$ cat src/core/dcf_pkg.sv
/*
  Constants shared by the single-clock FIFO flag block: sizes, register
  offsets, field positions, reset values and timing counts.
  Assumes a 200 MHz aclk and a 32-bit AXI4-Lite register bus.
*/
package dcf_pkg;
  // ----------------------------------------
  // Storage geometry
  // ----------------------------------------
  localparam int DATA_W = 18;
  localparam int DEPTH = 64;
  localparam int PTR_W = 6;
  localparam int CNT_W = 7;
  localparam logic [CNT_W-1:0] DEPTH_CNT = 7'h40;
  localparam logic [PTR_W-1:0] PTR_LAST = 6'h3F;

  // ----------------------------------------
  // Register map
  // ----------------------------------------
  localparam int ADDR_W = 8;
  localparam logic [ADDR_W-1:0] OFS_CTRL = 8'h00;
  localparam logic [ADDR_W-1:0] OFS_AE_OFFSET = 8'h04;
  localparam logic [ADDR_W-1:0] OFS_AF_OFFSET = 8'h08;
  localparam logic [ADDR_W-1:0] OFS_STATUS = 8'h0C;
  localparam logic [ADDR_W-1:0] OFS_IRQ_STATUS = 8'h10;
  localparam logic [ADDR_W-1:0] OFS_IRQ_MASK = 8'h14;
  localparam int CTRL_ASYNC_BIT = 0;
  localparam int CTRL_ODIS_BIT = 1;
  localparam int CTRL_RETX_BIT = 2;
  localparam logic [CNT_W-1:0] AE_OFS_RST = 7'h08;
  localparam logic [CNT_W-1:0] AF_OFS_RST = 7'h08;
  localparam int ST_EMPTY_N = 0;
  localparam int ST_AE_N = 1;
  localparam int ST_AF_N = 2;
  localparam int ST_FULL_N = 3;
  localparam int ST_RETX_BUSY = 4;
  localparam int ST_CNT_LSB = 8;

  // ----------------------------------------
  // Interrupt status bits
  // ----------------------------------------
  localparam int IRQ_W = 6;
  localparam int IRQ_FULL = 0;
  localparam int IRQ_EMPTY = 1;
  localparam int IRQ_AF = 2;
  localparam int IRQ_AE = 3;
  localparam int IRQ_OVF = 4;
  localparam int IRQ_UNF = 5;

  // ----------------------------------------
  // Timing
  // ----------------------------------------
  localparam int CLK_PERIOD_PS = 5000;
  localparam int RETRANSMIT_RECOVERY_NS = 12;
  localparam logic [3:0] RETRANSMIT_RECOVERY_CYC =
    4'((RETRANSMIT_RECOVERY_NS * 1000 + CLK_PERIOD_PS - 1) / CLK_PERIOD_PS);

  localparam logic [1:0] RESP_OKAY = 2'h0;
  localparam logic [1:0] RESP_SLVERR = 2'h2;
endpackage

$ cat src/core/dcf_fifo.sv
/*
  Single-clock FIFO with full, empty, programmable almost-full and
  almost-empty flags, cascade-out pulses, retransmit and AXI4-Lite control.
  Assumes write and read users sit on aclk and honour the flags.
*/
// The AXI4-Lite interface to the registers and the register offsets were left to the implementer.
`timescale 1ns/1ps
`default_nettype none
module dcf_fifo
  import dcf_pkg::*;
(
  // Clock and reset
  input wire logic aclk,
  input wire logic aresetn,
  // Write side
  input wire logic wr_en,
  input wire logic [DATA_W-1:0] wr_data,
  output logic full_flag_n,
  output logic almost_full_flag_n,
  output logic write_cascade_out,
  // Read side
  input wire logic rd_en,
  output logic [DATA_W-1:0] rd_data,
  output logic rd_data_oe,
  output logic empty_flag_n,
  output logic almost_empty_flag_n,
  output logic read_cascade_out,
  // Interrupt
  output logic irq,
  // AXI4-Lite slave
  input wire logic [ADDR_W-1:0] s_axi_awaddr,
  input wire logic s_axi_awvalid,
  output logic s_axi_awready,
  input wire logic [31:0] s_axi_wdata,
  input wire logic [3:0] s_axi_wstrb,
  input wire logic s_axi_wvalid,
  output logic s_axi_wready,
  output logic [1:0] s_axi_bresp,
  output logic s_axi_bvalid,
  input wire logic s_axi_bready,
  input wire logic [ADDR_W-1:0] s_axi_araddr,
  input wire logic s_axi_arvalid,
  output logic s_axi_arready,
  output logic [31:0] s_axi_rdata,
  output logic [1:0] s_axi_rresp,
  output logic s_axi_rvalid,
  input wire logic s_axi_rready
);

  // ----------------------------------------
  // Helpers
  // ----------------------------------------
  function automatic logic ae_hit(input logic [CNT_W-1:0] cnt, input logic [CNT_W-1:0] off);
    ae_hit = cnt < off;
  endfunction

  function automatic logic af_hit(input logic [CNT_W-1:0] cnt, input logic [CNT_W-1:0] off);
    af_hit = ({1'b0, cnt} + {1'b0, off}) > {1'b0, DEPTH_CNT};
  endfunction

  function automatic logic [CNT_W-1:0] byte0(input logic [CNT_W-1:0] old,
                                           input logic [31:0] d, input logic [3:0] s);
    byte0 = s[0] ? d[CNT_W-1:0] : old;
  endfunction

  // ----------------------------------------
  // State
  // ----------------------------------------
  logic [DATA_W-1:0] mem_r [DEPTH];
  logic [PTR_W-1:0] wptr_r, rptr_r;
  logic [CNT_W-1:0] count_r, count_nxt, wr_total_r;
  logic [3:0] rtx_cnt_r;
  logic async_mode_r, out_disable_r;
  logic [CNT_W-1:0] ae_off_r, af_off_r;
  logic [IRQ_W-1:0] irq_stat_r, irq_mask_r, irq_set;
  logic aw_hold_r, w_hold_r;
  logic [ADDR_W-1:0] awaddr_r;
  logic [31:0] wdata_r;
  logic [3:0] wstrb_r;
  logic do_wr, ar_go, retx_go, rtx_busy, wr_ok, rd_ok;
  logic full_nxt_n, empty_nxt_n, ae_sel, af_sel;

  assign rtx_busy = rtx_cnt_r != 4'h0;
  assign do_wr = aw_hold_r & w_hold_r & ~s_axi_bvalid;
  assign ar_go = s_axi_arvalid & s_axi_arready;
  assign retx_go = do_wr & (awaddr_r == OFS_CTRL) & wstrb_r[0] & wdata_r[CTRL_RETX_BIT];
  assign wr_ok = wr_en & full_flag_n & ~retx_go;
  assign rd_ok = rd_en & empty_flag_n & ~rtx_busy & ~retx_go;

  // ----------------------------------------
  // Occupancy
  // ----------------------------------------
  always_comb begin
    if (retx_go) begin
      count_nxt = wr_total_r;
    end else begin
      count_nxt = count_r + CNT_W'(wr_ok) - CNT_W'(rd_ok);
    end
  end

  assign full_nxt_n = count_nxt != DEPTH_CNT;
  assign empty_nxt_n = count_nxt != 7'h00;
  // Async mode lags one edge; sync mode tracks the edge itself
  assign ae_sel = async_mode_r ? ~ae_hit(count_r, ae_off_r) : ~ae_hit(count_nxt, ae_off_r);
  assign af_sel = async_mode_r ? ~af_hit(count_r, af_off_r) : ~af_hit(count_nxt, af_off_r);

  always_ff @(posedge aclk) begin
    if (wr_ok) begin
      mem_r[wptr_r] <= wr_data;
    end
  end

  always_ff @(posedge aclk) begin
    if (!aresetn) begin
      wptr_r <= '0;
      rptr_r <= '0;
      count_r <= '0;
      wr_total_r <= '0;
    end else begin
      count_r <= count_nxt;
      if (wr_ok) begin
        wptr_r <= wptr_r + 6'h01;
      end
      if (wr_ok && wr_total_r != DEPTH_CNT) begin
        wr_total_r <= wr_total_r + 7'h01;
      end
      if (retx_go) begin
        rptr_r <= '0;
      end else if (rd_ok) begin
        rptr_r <= rptr_r + 6'h01;
      end
    end
  end

  // ----------------------------------------
  // Flags
  // ----------------------------------------
  always_ff @(posedge aclk) begin
    if (!aresetn) begin
      full_flag_n <= 1'b1;
      empty_flag_n <= 1'b0;
      almost_full_flag_n <= 1'b1;
      almost_empty_flag_n <= 1'b0;
    end else begin
      full_flag_n <= full_nxt_n;
      empty_flag_n <= empty_nxt_n;
      // Sync mode freezes these until recovery has run out
      if (async_mode_r || !rtx_busy) begin
        almost_empty_flag_n <= ae_sel;
        almost_full_flag_n <= af_sel;
      end
    end
  end

  always_ff @(posedge aclk) begin
    if (!aresetn) begin
      rtx_cnt_r <= 4'h0;
    end else if (retx_go) begin
      rtx_cnt_r <= RETRANSMIT_RECOVERY_CYC;
    end else if (rtx_busy) begin
      rtx_cnt_r <= rtx_cnt_r - 4'h1;
    end
  end

  // ----------------------------------------
  // Data out and cascade
  // ----------------------------------------
  always_ff @(posedge aclk) begin
    if (!aresetn) begin
      rd_data <= '0;
      rd_data_oe <= 1'b0;
      write_cascade_out <= 1'b0;
      read_cascade_out <= 1'b0;
    end else begin
      rd_data_oe <= ~out_disable_r;
      if (rd_ok) begin
        rd_data <= mem_r[rptr_r];
      end
      write_cascade_out <= wr_ok & (wptr_r == PTR_LAST);
      read_cascade_out <= rd_ok & (rptr_r == PTR_LAST);
    end
  end

  // ----------------------------------------
  // Interrupts
  // ----------------------------------------
  always_comb begin
    irq_set = '0;
    irq_set[IRQ_FULL] = full_flag_n & ~full_nxt_n;
    irq_set[IRQ_EMPTY] = empty_flag_n & ~empty_nxt_n;
    irq_set[IRQ_AF] = almost_full_flag_n & ~af_sel & (async_mode_r | ~rtx_busy);
    irq_set[IRQ_AE] = almost_empty_flag_n & ~ae_sel & (async_mode_r | ~rtx_busy);
    irq_set[IRQ_OVF] = wr_en & ~full_flag_n;
    irq_set[IRQ_UNF] = rd_en & ~empty_flag_n;
  end

  always_ff @(posedge aclk) begin
    if (!aresetn) begin
      irq_stat_r <= '0;
      irq <= 1'b0;
    end else begin
      // A new event in the clearing cycle survives the clear
      if (ar_go && s_axi_araddr == OFS_IRQ_STATUS) begin
        irq_stat_r <= irq_set;
      end else begin
        irq_stat_r <= irq_stat_r | irq_set;
      end
      irq <= |(irq_stat_r & irq_mask_r);
    end
  end

  // ----------------------------------------
  // Configuration registers
  // ----------------------------------------
  always_ff @(posedge aclk) begin
    if (!aresetn) begin
      async_mode_r <= 1'b0;
      out_disable_r <= 1'b0;
      ae_off_r <= AE_OFS_RST;
      af_off_r <= AF_OFS_RST;
      irq_mask_r <= '0;
    end else if (do_wr && wstrb_r[0]) begin
      case (awaddr_r)
        OFS_CTRL: begin
          async_mode_r <= wdata_r[CTRL_ASYNC_BIT];
          out_disable_r <= wdata_r[CTRL_ODIS_BIT];
        end
        OFS_AE_OFFSET: ae_off_r <= byte0(ae_off_r, wdata_r, wstrb_r);
        OFS_AF_OFFSET: af_off_r <= byte0(af_off_r, wdata_r, wstrb_r);
        OFS_IRQ_MASK: irq_mask_r <= wdata_r[IRQ_W-1:0];
        default: ;
      endcase
    end
  end

  // ----------------------------------------
  // AXI4-Lite write channel
  // ----------------------------------------
  always_ff @(posedge aclk) begin
    if (!aresetn) begin
      aw_hold_r <= 1'b0;
      w_hold_r <= 1'b0;
      awaddr_r <= '0;
      wdata_r <= '0;
      wstrb_r <= '0;
      s_axi_awready <= 1'b1;
      s_axi_wready <= 1'b1;
      s_axi_bvalid <= 1'b0;
      s_axi_bresp <= RESP_OKAY;
    end else begin
      if (s_axi_awvalid && s_axi_awready) begin
        aw_hold_r <= 1'b1;
        awaddr_r <= {s_axi_awaddr[ADDR_W-1:2], 2'h0};
        s_axi_awready <= 1'b0;
      end
      if (s_axi_wvalid && s_axi_wready) begin
        w_hold_r <= 1'b1;
        wdata_r <= s_axi_wdata;
        wstrb_r <= s_axi_wstrb;
        s_axi_wready <= 1'b0;
      end
      if (do_wr) begin
        s_axi_bvalid <= 1'b1;
        case (awaddr_r)
          OFS_CTRL, OFS_AE_OFFSET, OFS_AF_OFFSET, OFS_IRQ_MASK: s_axi_bresp <= RESP_OKAY;
          default: s_axi_bresp <= RESP_SLVERR;
        endcase
      end
      if (s_axi_bvalid && s_axi_bready) begin
        s_axi_bvalid <= 1'b0;
        aw_hold_r <= 1'b0;
        w_hold_r <= 1'b0;
        s_axi_awready <= 1'b1;
        s_axi_wready <= 1'b1;
      end
    end
  end

  // ----------------------------------------
  // AXI4-Lite read channel
  // ----------------------------------------
  always_ff @(posedge aclk) begin
    if (!aresetn) begin
      s_axi_arready <= 1'b1;
      s_axi_rvalid <= 1'b0;
      s_axi_rdata <= '0;
      s_axi_rresp <= RESP_OKAY;
    end else begin
      if (ar_go) begin
        s_axi_arready <= 1'b0;
        s_axi_rvalid <= 1'b1;
        s_axi_rdata <= '0;
        s_axi_rresp <= RESP_OKAY;
        case ({s_axi_araddr[ADDR_W-1:2], 2'h0})
          OFS_CTRL: begin
            s_axi_rdata[CTRL_ASYNC_BIT] <= async_mode_r;
            s_axi_rdata[CTRL_ODIS_BIT] <= out_disable_r;
          end
          OFS_AE_OFFSET: s_axi_rdata[CNT_W-1:0] <= ae_off_r;
          OFS_AF_OFFSET: s_axi_rdata[CNT_W-1:0] <= af_off_r;
          OFS_STATUS: begin
            s_axi_rdata[ST_EMPTY_N] <= empty_flag_n;
            s_axi_rdata[ST_AE_N] <= almost_empty_flag_n;
            s_axi_rdata[ST_AF_N] <= almost_full_flag_n;
            s_axi_rdata[ST_FULL_N] <= full_flag_n;
            s_axi_rdata[ST_RETX_BUSY] <= rtx_busy;
            s_axi_rdata[ST_CNT_LSB +: CNT_W] <= count_r;
          end
          OFS_IRQ_STATUS: s_axi_rdata[IRQ_W-1:0] <= irq_stat_r;
          OFS_IRQ_MASK: s_axi_rdata[IRQ_W-1:0] <= irq_mask_r;
          default: s_axi_rresp <= RESP_SLVERR;
        endcase
      end
      if (s_axi_rvalid && s_axi_rready) begin
        s_axi_rvalid <= 1'b0;
        s_axi_arready <= 1'b1;
      end
    end
  end

endmodule // dcf_fifo
`default_nettype wire

$ cat config.mk
export PLATFORM = sky130hd
export DESIGN_NAME = dcf_fifo
export DESIGN_NICKNAME = d
export VERILOG_FILES = /design/src/core/dcf_pkg.sv /design/src/core/dcf_fifo.sv
export SDC_FILE = /design/constraint.sdc
export NUM_CORES = 2
export LEC_CHECK = 0
export BUFFER_PORTS_ARGS = -buffer_cell sky130_fd_sc_hd__buf_2
export CAP_MARGIN = 25
export CORE_UTILIZATION = 50
export DETAILED_ROUTE_END_ITERATION = 8
export PLACE_DENSITY = 0.62
export SYNTH_ARGS = -nofsm -noshare
export SYNTH_HDL_FRONTEND = slang
export SYNTH_SLANG_ARGS = --single-unit
$ cat constraint.sdc
create_clock -name aclk -period 6.85 [get_ports aclk]
set_input_delay 1.7125 -clock aclk [delete_from_list [all_inputs] [get_ports aclk]]
set_output_delay 1.7125 -clock aclk [all_outputs]
set_load 0.005 [all_outputs]
Yosys cells after proc, flatten, opt, wreduce, memory -nomap -nowiden. Memory sizes are Yosys's and may differ from the RTL's. A register that Yosys moved wholly into a read port is not among the register bits. Cells that the tools add are included.

Bits in writable memories: 1152. Logic and storage cells: 138. Flip-flop bits (word level): 105. Input port bits: 79. Memories kept: 1. Output and inout port bits: 67.

Memories: mem_r (depth 64, bits a word 18, read ports 1, clocked after Yosys merged registers in 1, wr ports 1, line dcf_fifo.sv:69) `logic [DATA_W-1:0] mem_r [DEPTH];`.

Eq/ne operators: 13. Add/sub/neg operators: 8. Bitwise logic cells: 39. Reduce and logical (&&, ||, !) cells: 25. Muxes and demuxes: 15. $lt $le $gt $ge: 4.

Operators by type and width (number): $and 1x1->1 (21); $eq 6x2->1 const B (3); $eq 6x3->1 const B (3); $add 7x7->8 (2); $gt 8x7->1 const B (2); $not 1->1 (15); $pmux 3 s5 (1); $lt 7x7->1 (2); $mux 7 (2); $ne 7x7->1 const B (2); $add 6x1->6 const B (2); $eq 6x1->1 const B (2); $eq 6x6->1 const B (2); $pmux 2 s6 (1); $reduce_or 6->1 (2); $eq 8x5->1 const B (1); $logic_not 8->1 (1); $mux 2 (4); $add 7x1->7 (1); $add 7x1->7 const B (1); $logic_and 1x1->1 (7); $reduce_bool 7->1 (1); $sub 7x1->7 (1); $and 6x6->6 (1); 16 further kinds (24).

Depth between registers and ports, before layout.
Depth after elaboration: 19. Gate-level depth with buffers: 25. Mapped depth without buffers: 24.

Least setup slack after synthesis. Ideal clock, no wire load.

Path type: input to register. From: in rd_en. To: reg irq_stat_r[2]. Arrival: 5192 ps. Path buffers: 1. Data required time: 6791 ps. Stages on the path: 21. Path slack: 1600 ps. Path through: and3_1 -> and2_2 -> buf_2 -> ha_1 -> inv_1 -> ha_1 -> inv_1 -> fa_1 -> nor2b_1 -> o31a_1 -> o21ai_0 -> a211o_2 -> o211ai_1 -> inv_1 -> ha_1 -> nand2_1 -> nor3b_1 -> a221oi_1 -> o21ai_0 -> a21oi_1 -> a22o_1.

Cells in the longest elaborated chain, start to end: 14.

Ends and longest elaborated chain: start: declaration (line dcf_fifo.sv:22) `input wire logic rd_en,`; $and 1x1->1 (*) (3 in series) (line dcf_fifo.sv:88) `assign rd_ok = rd_en & empty_flag_n & ~rtx_busy & ~retx_go;`; named net rd_ok (line dcf_fifo.sv:80) `logic do_wr, ar_go, retx_go, rtx_busy, wr_ok, rd_ok;`; $sub 7x1->7 (*) (line dcf_fifo.sv:97) `count_nxt = count_r + CNT_W'(wr_ok) - CNT_W'(rd_ok);`; $mux 7 (*) (line dcf_fifo.sv:94) `if (retx_go) begin`; named net count_nxt[6] (line dcf_fifo.sv:71) `logic [CNT_W-1:0] count_r, count_nxt, wr_total_r;`; $add 7x7->8 (*) (line dcf_fifo.sv:58) `af_hit = ({1'b0, cnt} + {1'b0, off}) > {1'b0, DEPTH_CNT};`; $gt 8x7->1 (*) (line dcf_fifo.sv:58); $not 1->1 (*) (line dcf_fifo.sv:105) `assign af_sel = async_mode_r ? ~af_hit(count_r, af_off_r) : ~af_hit(count_nxt, af_off_r);`; $mux 1 (*) (line dcf_fifo.sv:105); $not 1->1 (*) (line dcf_fifo.sv:191) `irq_set[IRQ_AF] = almost_full_flag_n & ~af_sel & (async_mode_r | ~rtx_busy);`; $and 1x1->1 (*) (2 in series) (line dcf_fifo.sv:191); $or 6x6->6 (line dcf_fifo.sv:206) `irq_stat_r <= irq_stat_r | irq_set;`; $mux 6 (*) (line dcf_fifo.sv:203) `if (ar_go && s_axi_araddr == OFS_IRQ_STATUS) begin`; end signal: assignment (line dcf_fifo.sv:204) `irq_stat_r <= irq_set;`; end signal: assignment (line dcf_fifo.sv:206); end: declaration (line dcf_fifo.sv:75) `logic [IRQ_W-1:0] irq_stat_r, irq_mask_r, irq_set;`.

The timed path passes the listed nets; every way through them passes the cells marked *. A chain may end at the register's enable or synchronous reset.

Final worst setup path.
From: reg s_axi_bvalid. To: reg irq_stat_r[2].

Cells in the longest elaborated chain, start to end: 19. Elaborated cells between the ends (all ways): 20. Classes of those cells: add/sub (3); order compare (1); mux (3); bitwise (13).

Ends and longest elaborated chain: start: declaration (line dcf_fifo.sv:39) `output logic s_axi_bvalid,`; start signal: assignment (line dcf_fifo.sv:248) `s_axi_bvalid <= 1'b0;`; start signal: assignment (line dcf_fifo.sv:263) `s_axi_bvalid <= 1'b1;`; start signal: assignment (line dcf_fifo.sv:270) `s_axi_bvalid <= 1'b0;`; $not 1->1 (*) (line dcf_fifo.sv:84) `assign do_wr = aw_hold_r & w_hold_r & ~s_axi_bvalid;`; $and 1x1->1 (*) (line dcf_fifo.sv:84); $and 1x1->1 (*) (3 in series) (line dcf_fifo.sv:86) `assign retx_go = do_wr & (awaddr_r == OFS_CTRL) & wstrb_r[0] & wdata_r[CTRL_RETX_BIT];`; $not 1->1 (line dcf_fifo.sv:87, dcf_fifo.sv:88); $and 1x1->1 (line dcf_fifo.sv:87) `assign wr_ok = wr_en & full_flag_n & ~retx_go;`; $add 7x1->7 (line dcf_fifo.sv:97); $sub 7x1->7 (line dcf_fifo.sv:97); $mux 7 (*) (line dcf_fifo.sv:94); named net count_nxt[6] (line dcf_fifo.sv:71); $add 7x7->8 (*) (line dcf_fifo.sv:58); $gt 8x7->1 (*) (line dcf_fifo.sv:58); $not 1->1 (*) (line dcf_fifo.sv:105); $mux 1 (*) (line dcf_fifo.sv:105); $not 1->1 (*) (line dcf_fifo.sv:191); $and 1x1->1 (*) (2 in series) (line dcf_fifo.sv:191); $or 6x6->6 (line dcf_fifo.sv:206); $mux 6 (*) (line dcf_fifo.sv:203).

Marks and branches as above.

==> results.yml <==
finish:
  multi_input_area_um2: 12400
  regArea_um2: 37000
  fin_util_pct: 57.8
  drive_gt1_share_pct: 28.4
  nNetsFinal: 2836
  antennaDiodeCount: 0
  fillers: 7276
  fin_area_um2: 57100
  syn_to_final_growth_pct: 14.1
clock_network:
  ctsHoldBuffers: 0
  post_cts_buffers: 0
  clk_pin_slew_ps: 60
  cts_tree: "built"
  cts_repair_resize_count: 0
  cts-buffers-inserted: 133
  clockBufferDepth: 3
  cts_htree_levels: 4
  cts_root_buffer: "clkbuf_16"
  cts.sinks: 1273
  insertion_delay_ps: 730
timing:
  fin_hold_ws_ps: 454
  clock_skew_ps: 30.6
  report.final.slew_viol_count: 0
  setup_viol: 0
  setup_ws_ps: 1430
  period_needed_ps: 5420
  final-hold-violation-count: 0
  worstMarginPinSlew_ps: 1020
  fmax_mhz: 185
  rsz0062_at_grt: "no"
  fin_crit_sh_pct: 79.1
  slew_headroom_pct: 31.3
  fin_setup_tns_ps: 0
worst_setup_path:
  path_max_fanout: 12
  rr_endpoint: "irq_stat_r[2]$_SDFF_PN0_"
  path_class: "reg -> reg"
  rrSetupSlack_ps: 1430
  rr_worst_depth: 22
  end_kind: "flop"
  critPathRequiredTime_ps: 7510
  critPathLaunchType: "flop"
  reg2reg_from: "s_axi_bvalid$_SDFFE_PP0N_"
  critPathArrivalTime_ps: 6080
synthesis:
  synthArstFlopShare_pct: 0
  synth_edf_count: 1152
  synthCells: 2507
  syn-cell-area_um2: 50000
  avgSynthCellArea_um2: 20.0
  synth-seq-cells: 1273
  synth_top_area_cell: "edfxtp_1"
  synth.top_cell.area_share_pct: 69.2
  ys.flop_type: "edfxtp_1"
  yosys_warnings: 0
  ys_top_cells_by_area: "edfxtp_1 (69%), mux4_2 (15%), dfxtp_1 (4.8%), mux2i_1 (2.1%), nor2_1 (1.0%)"
  ys_seq_area_share_pct: 74.0
  synth_cell_types: 71
global_route:
  grt_max_degree: 106
  grt_pass1_wl_um: 173000
  grt-busiest-layer: "met2"
  track_usage_pct: 23.6
  antenna_found_initial: 2
  gr-total-overflow: 0
  grt_pass1_vias: 25400
  grt_use_met2_pct: 37.5
  grt_use_met1_pct: 32.9
  met3_usage_pct: 5.15
min_path:
  hp-class: "reg -> reg"
  hold_start: "s_axi_rdata[10]$_SDFFE_PN0P_"
  whs_path_depth: 2
  holdPathEnd: "s_axi_rdata[10]$_SDFFE_PN0P_"
routing:
  dr.first_iter.drc_count: 2439
  wl_per_cell_um: 28.7
  drt_wl_total_um: 118000
  drtAntennaViolNets: 0
  drc: 0
  first_pass_iters: 5
  via_count: 25100
  via_per_inst: 6.11
placement:
  dpl.hpwl_um: 70000
  placed_area_um2: 52700
  place_congestion: 0.888
  numPortBuffers: 95
  dp_slack_ps: 936
pwr:
  power.density_nw_per_um2: 313
  total_leakage_power_nw: 18.1
  ir_drop_v: 0.000253
floorplanning:
  die_x_um: 318
  dieArea_um2: 101000
  num_io_pins: 146
  initial_core_util_pct: 50.7
  coreArea_um2: 98700
  die_h_um: 318
  num_rows: 115
run_status:
  status: "finished, final reports clean"
run:
  maxCapViolations: 0
-- worst max-delay path, stage by stage (launching register included) --
cell,delay [ps]
dfxtp_1,350
or4b_4,570
or3_4,500
and3_2,280
inv_1,170
ha_1,260
inv_1,60
ha_1,190
inv_1,70
fa_1,430
nor2b_1,170
o31a_1,150
o21ai_0,110
a211o_2,340
o211ai_1,210
inv_1,190
ha_1,360
nand2_1,80
nor3b_1,50
a221oi_1,270
o21ai_0,160
a21oi_1,250
a22o_1,160
-- cells by family after synthesis --
kind of cell	after synthesis	share of synthesized area, %
DFF	1273	74.0
muxes	434	16.8
and+or+nand+nor	347	3.36
AOI/OAI and AO/OA	200	2.59
buffers and inverters	185	1.68
adders and majority gates	42	1.10
xor gates and xnor gates	25	0.438
other	1	0.00750
-- stage by stage --
step	total power, mW	instances
after detailed placement	10.9	3862
after floorplan	10.2	2526
final	17.9	4104
after global placement	10.8	3839
after CTS	18.0	4099
after global routing	18.5	4104
-- worst max path at each step --
stage / start / end / slack, ps / depth (start not counted)
after floorplan: rd_en / irq_stat_r[2]$_SDFF_PN0_ / 1600 / 21
after global placement: rd_en / irq_stat_r[2]$_SDFF_PN0_ / 1010 / 21
after detailed placement: rd_en / almost_full_flag_n$_SDFFE_PN1P_ / 940 / 21
after CTS: s_axi_bvalid$_SDFFE_PP0N_ / irq_stat_r[2]$_SDFF_PN0_ / 1430 / 22
after global routing: s_axi_bvalid$_SDFFE_PP0N_ / irq_stat_r[2]$_SDFF_PN0_ / 1010 / 22
final: s_axi_bvalid$_SDFFE_PP0N_ / irq_stat_r[2]$_SDFF_PN0_ / 1430 / 22
-- power by group --
group	leakage (nW)	total [mW]	switching, mW	internal (mW)
logic	4.61	2.01	1.11	0.906
registers	11.4	8.74	0.161	8.57
clock network	2.12	7.14	2.92	4.22
total	18.1	17.9	4.19	13.7
-- metal layers --
metal,vias to the layer above,routed length (µm)
met5,-,0
met4,0,2700
met3,161,8820
met2,920,57100
met1,13300,49100
li1,10700,-
-- synth_stat cells, types with 4 or more instances --
cell      instances
a211oi_1          8
a21o_1            5
a21oi_1          58
a221oi_1          4
a22oi_1          39
a32oi_1           6
and2_1            4
and3_1            5
buf_1            19
buf_2            37
buf_4            22
clkbuf_1         67
dfxtp_1         121
edfxtp_1       1152
ha_1             39
inv_1            36
mux2i_1         107
mux4_2          325
nand2_1          73
nand2b_1          9
nand3_1          47
nand3b_1          9
nand4_1           8
nor2_1          133
nor2b_1          12
nor3_1           12
nor4_1            4
o21a_1            5
o21ai_0          31
o221ai_1          5
o22ai_1          17
or3_1             5
xnor2_1          15
xor2_1           10
-- layout make-up --
type / count / area share (%)
tap: 1287 / 2.82
inverter: 37 / 0.243
multi-input combinational: 1068 / 21.7
timing repair buffer: 202 / 2.78
sequential: 1273 / 64.9
clock buffer: 172 / 6.31
clock inverter: 65 / 1.29
-- cells in the final DEF (no fill, tap or decap), types with 47 or more instances in the layout --
cell	Yosys	routed
buf_2	37	95
nor2_1	133	80
buf_4	22	75
a21oi_1	58	58
mux2i_1	107	107
nand3_1	47	47
edfxtp_1	1152	1152
dfxtp_1	121	116
nand2_1	73	73
mux4_2	325	325
nor2_2	2	55
clkbuf_16	0	138
-- state kept, by name, summed over array words and instances (netlist names), 4 cells and up --
register     flops
irq_stat_r       6
mem_r         1152
ae_off_r         7
count_r          7
wptr_r           6
s_axi_rdata     14
rd_data         18
wr_total_r       7
irq_mask_r       6
wdata_r          7
rtx_cnt_r        4
rptr_r           6
awaddr_r         6
af_off_r         7
Note: power is estimated with default switching activity, not from simulation.
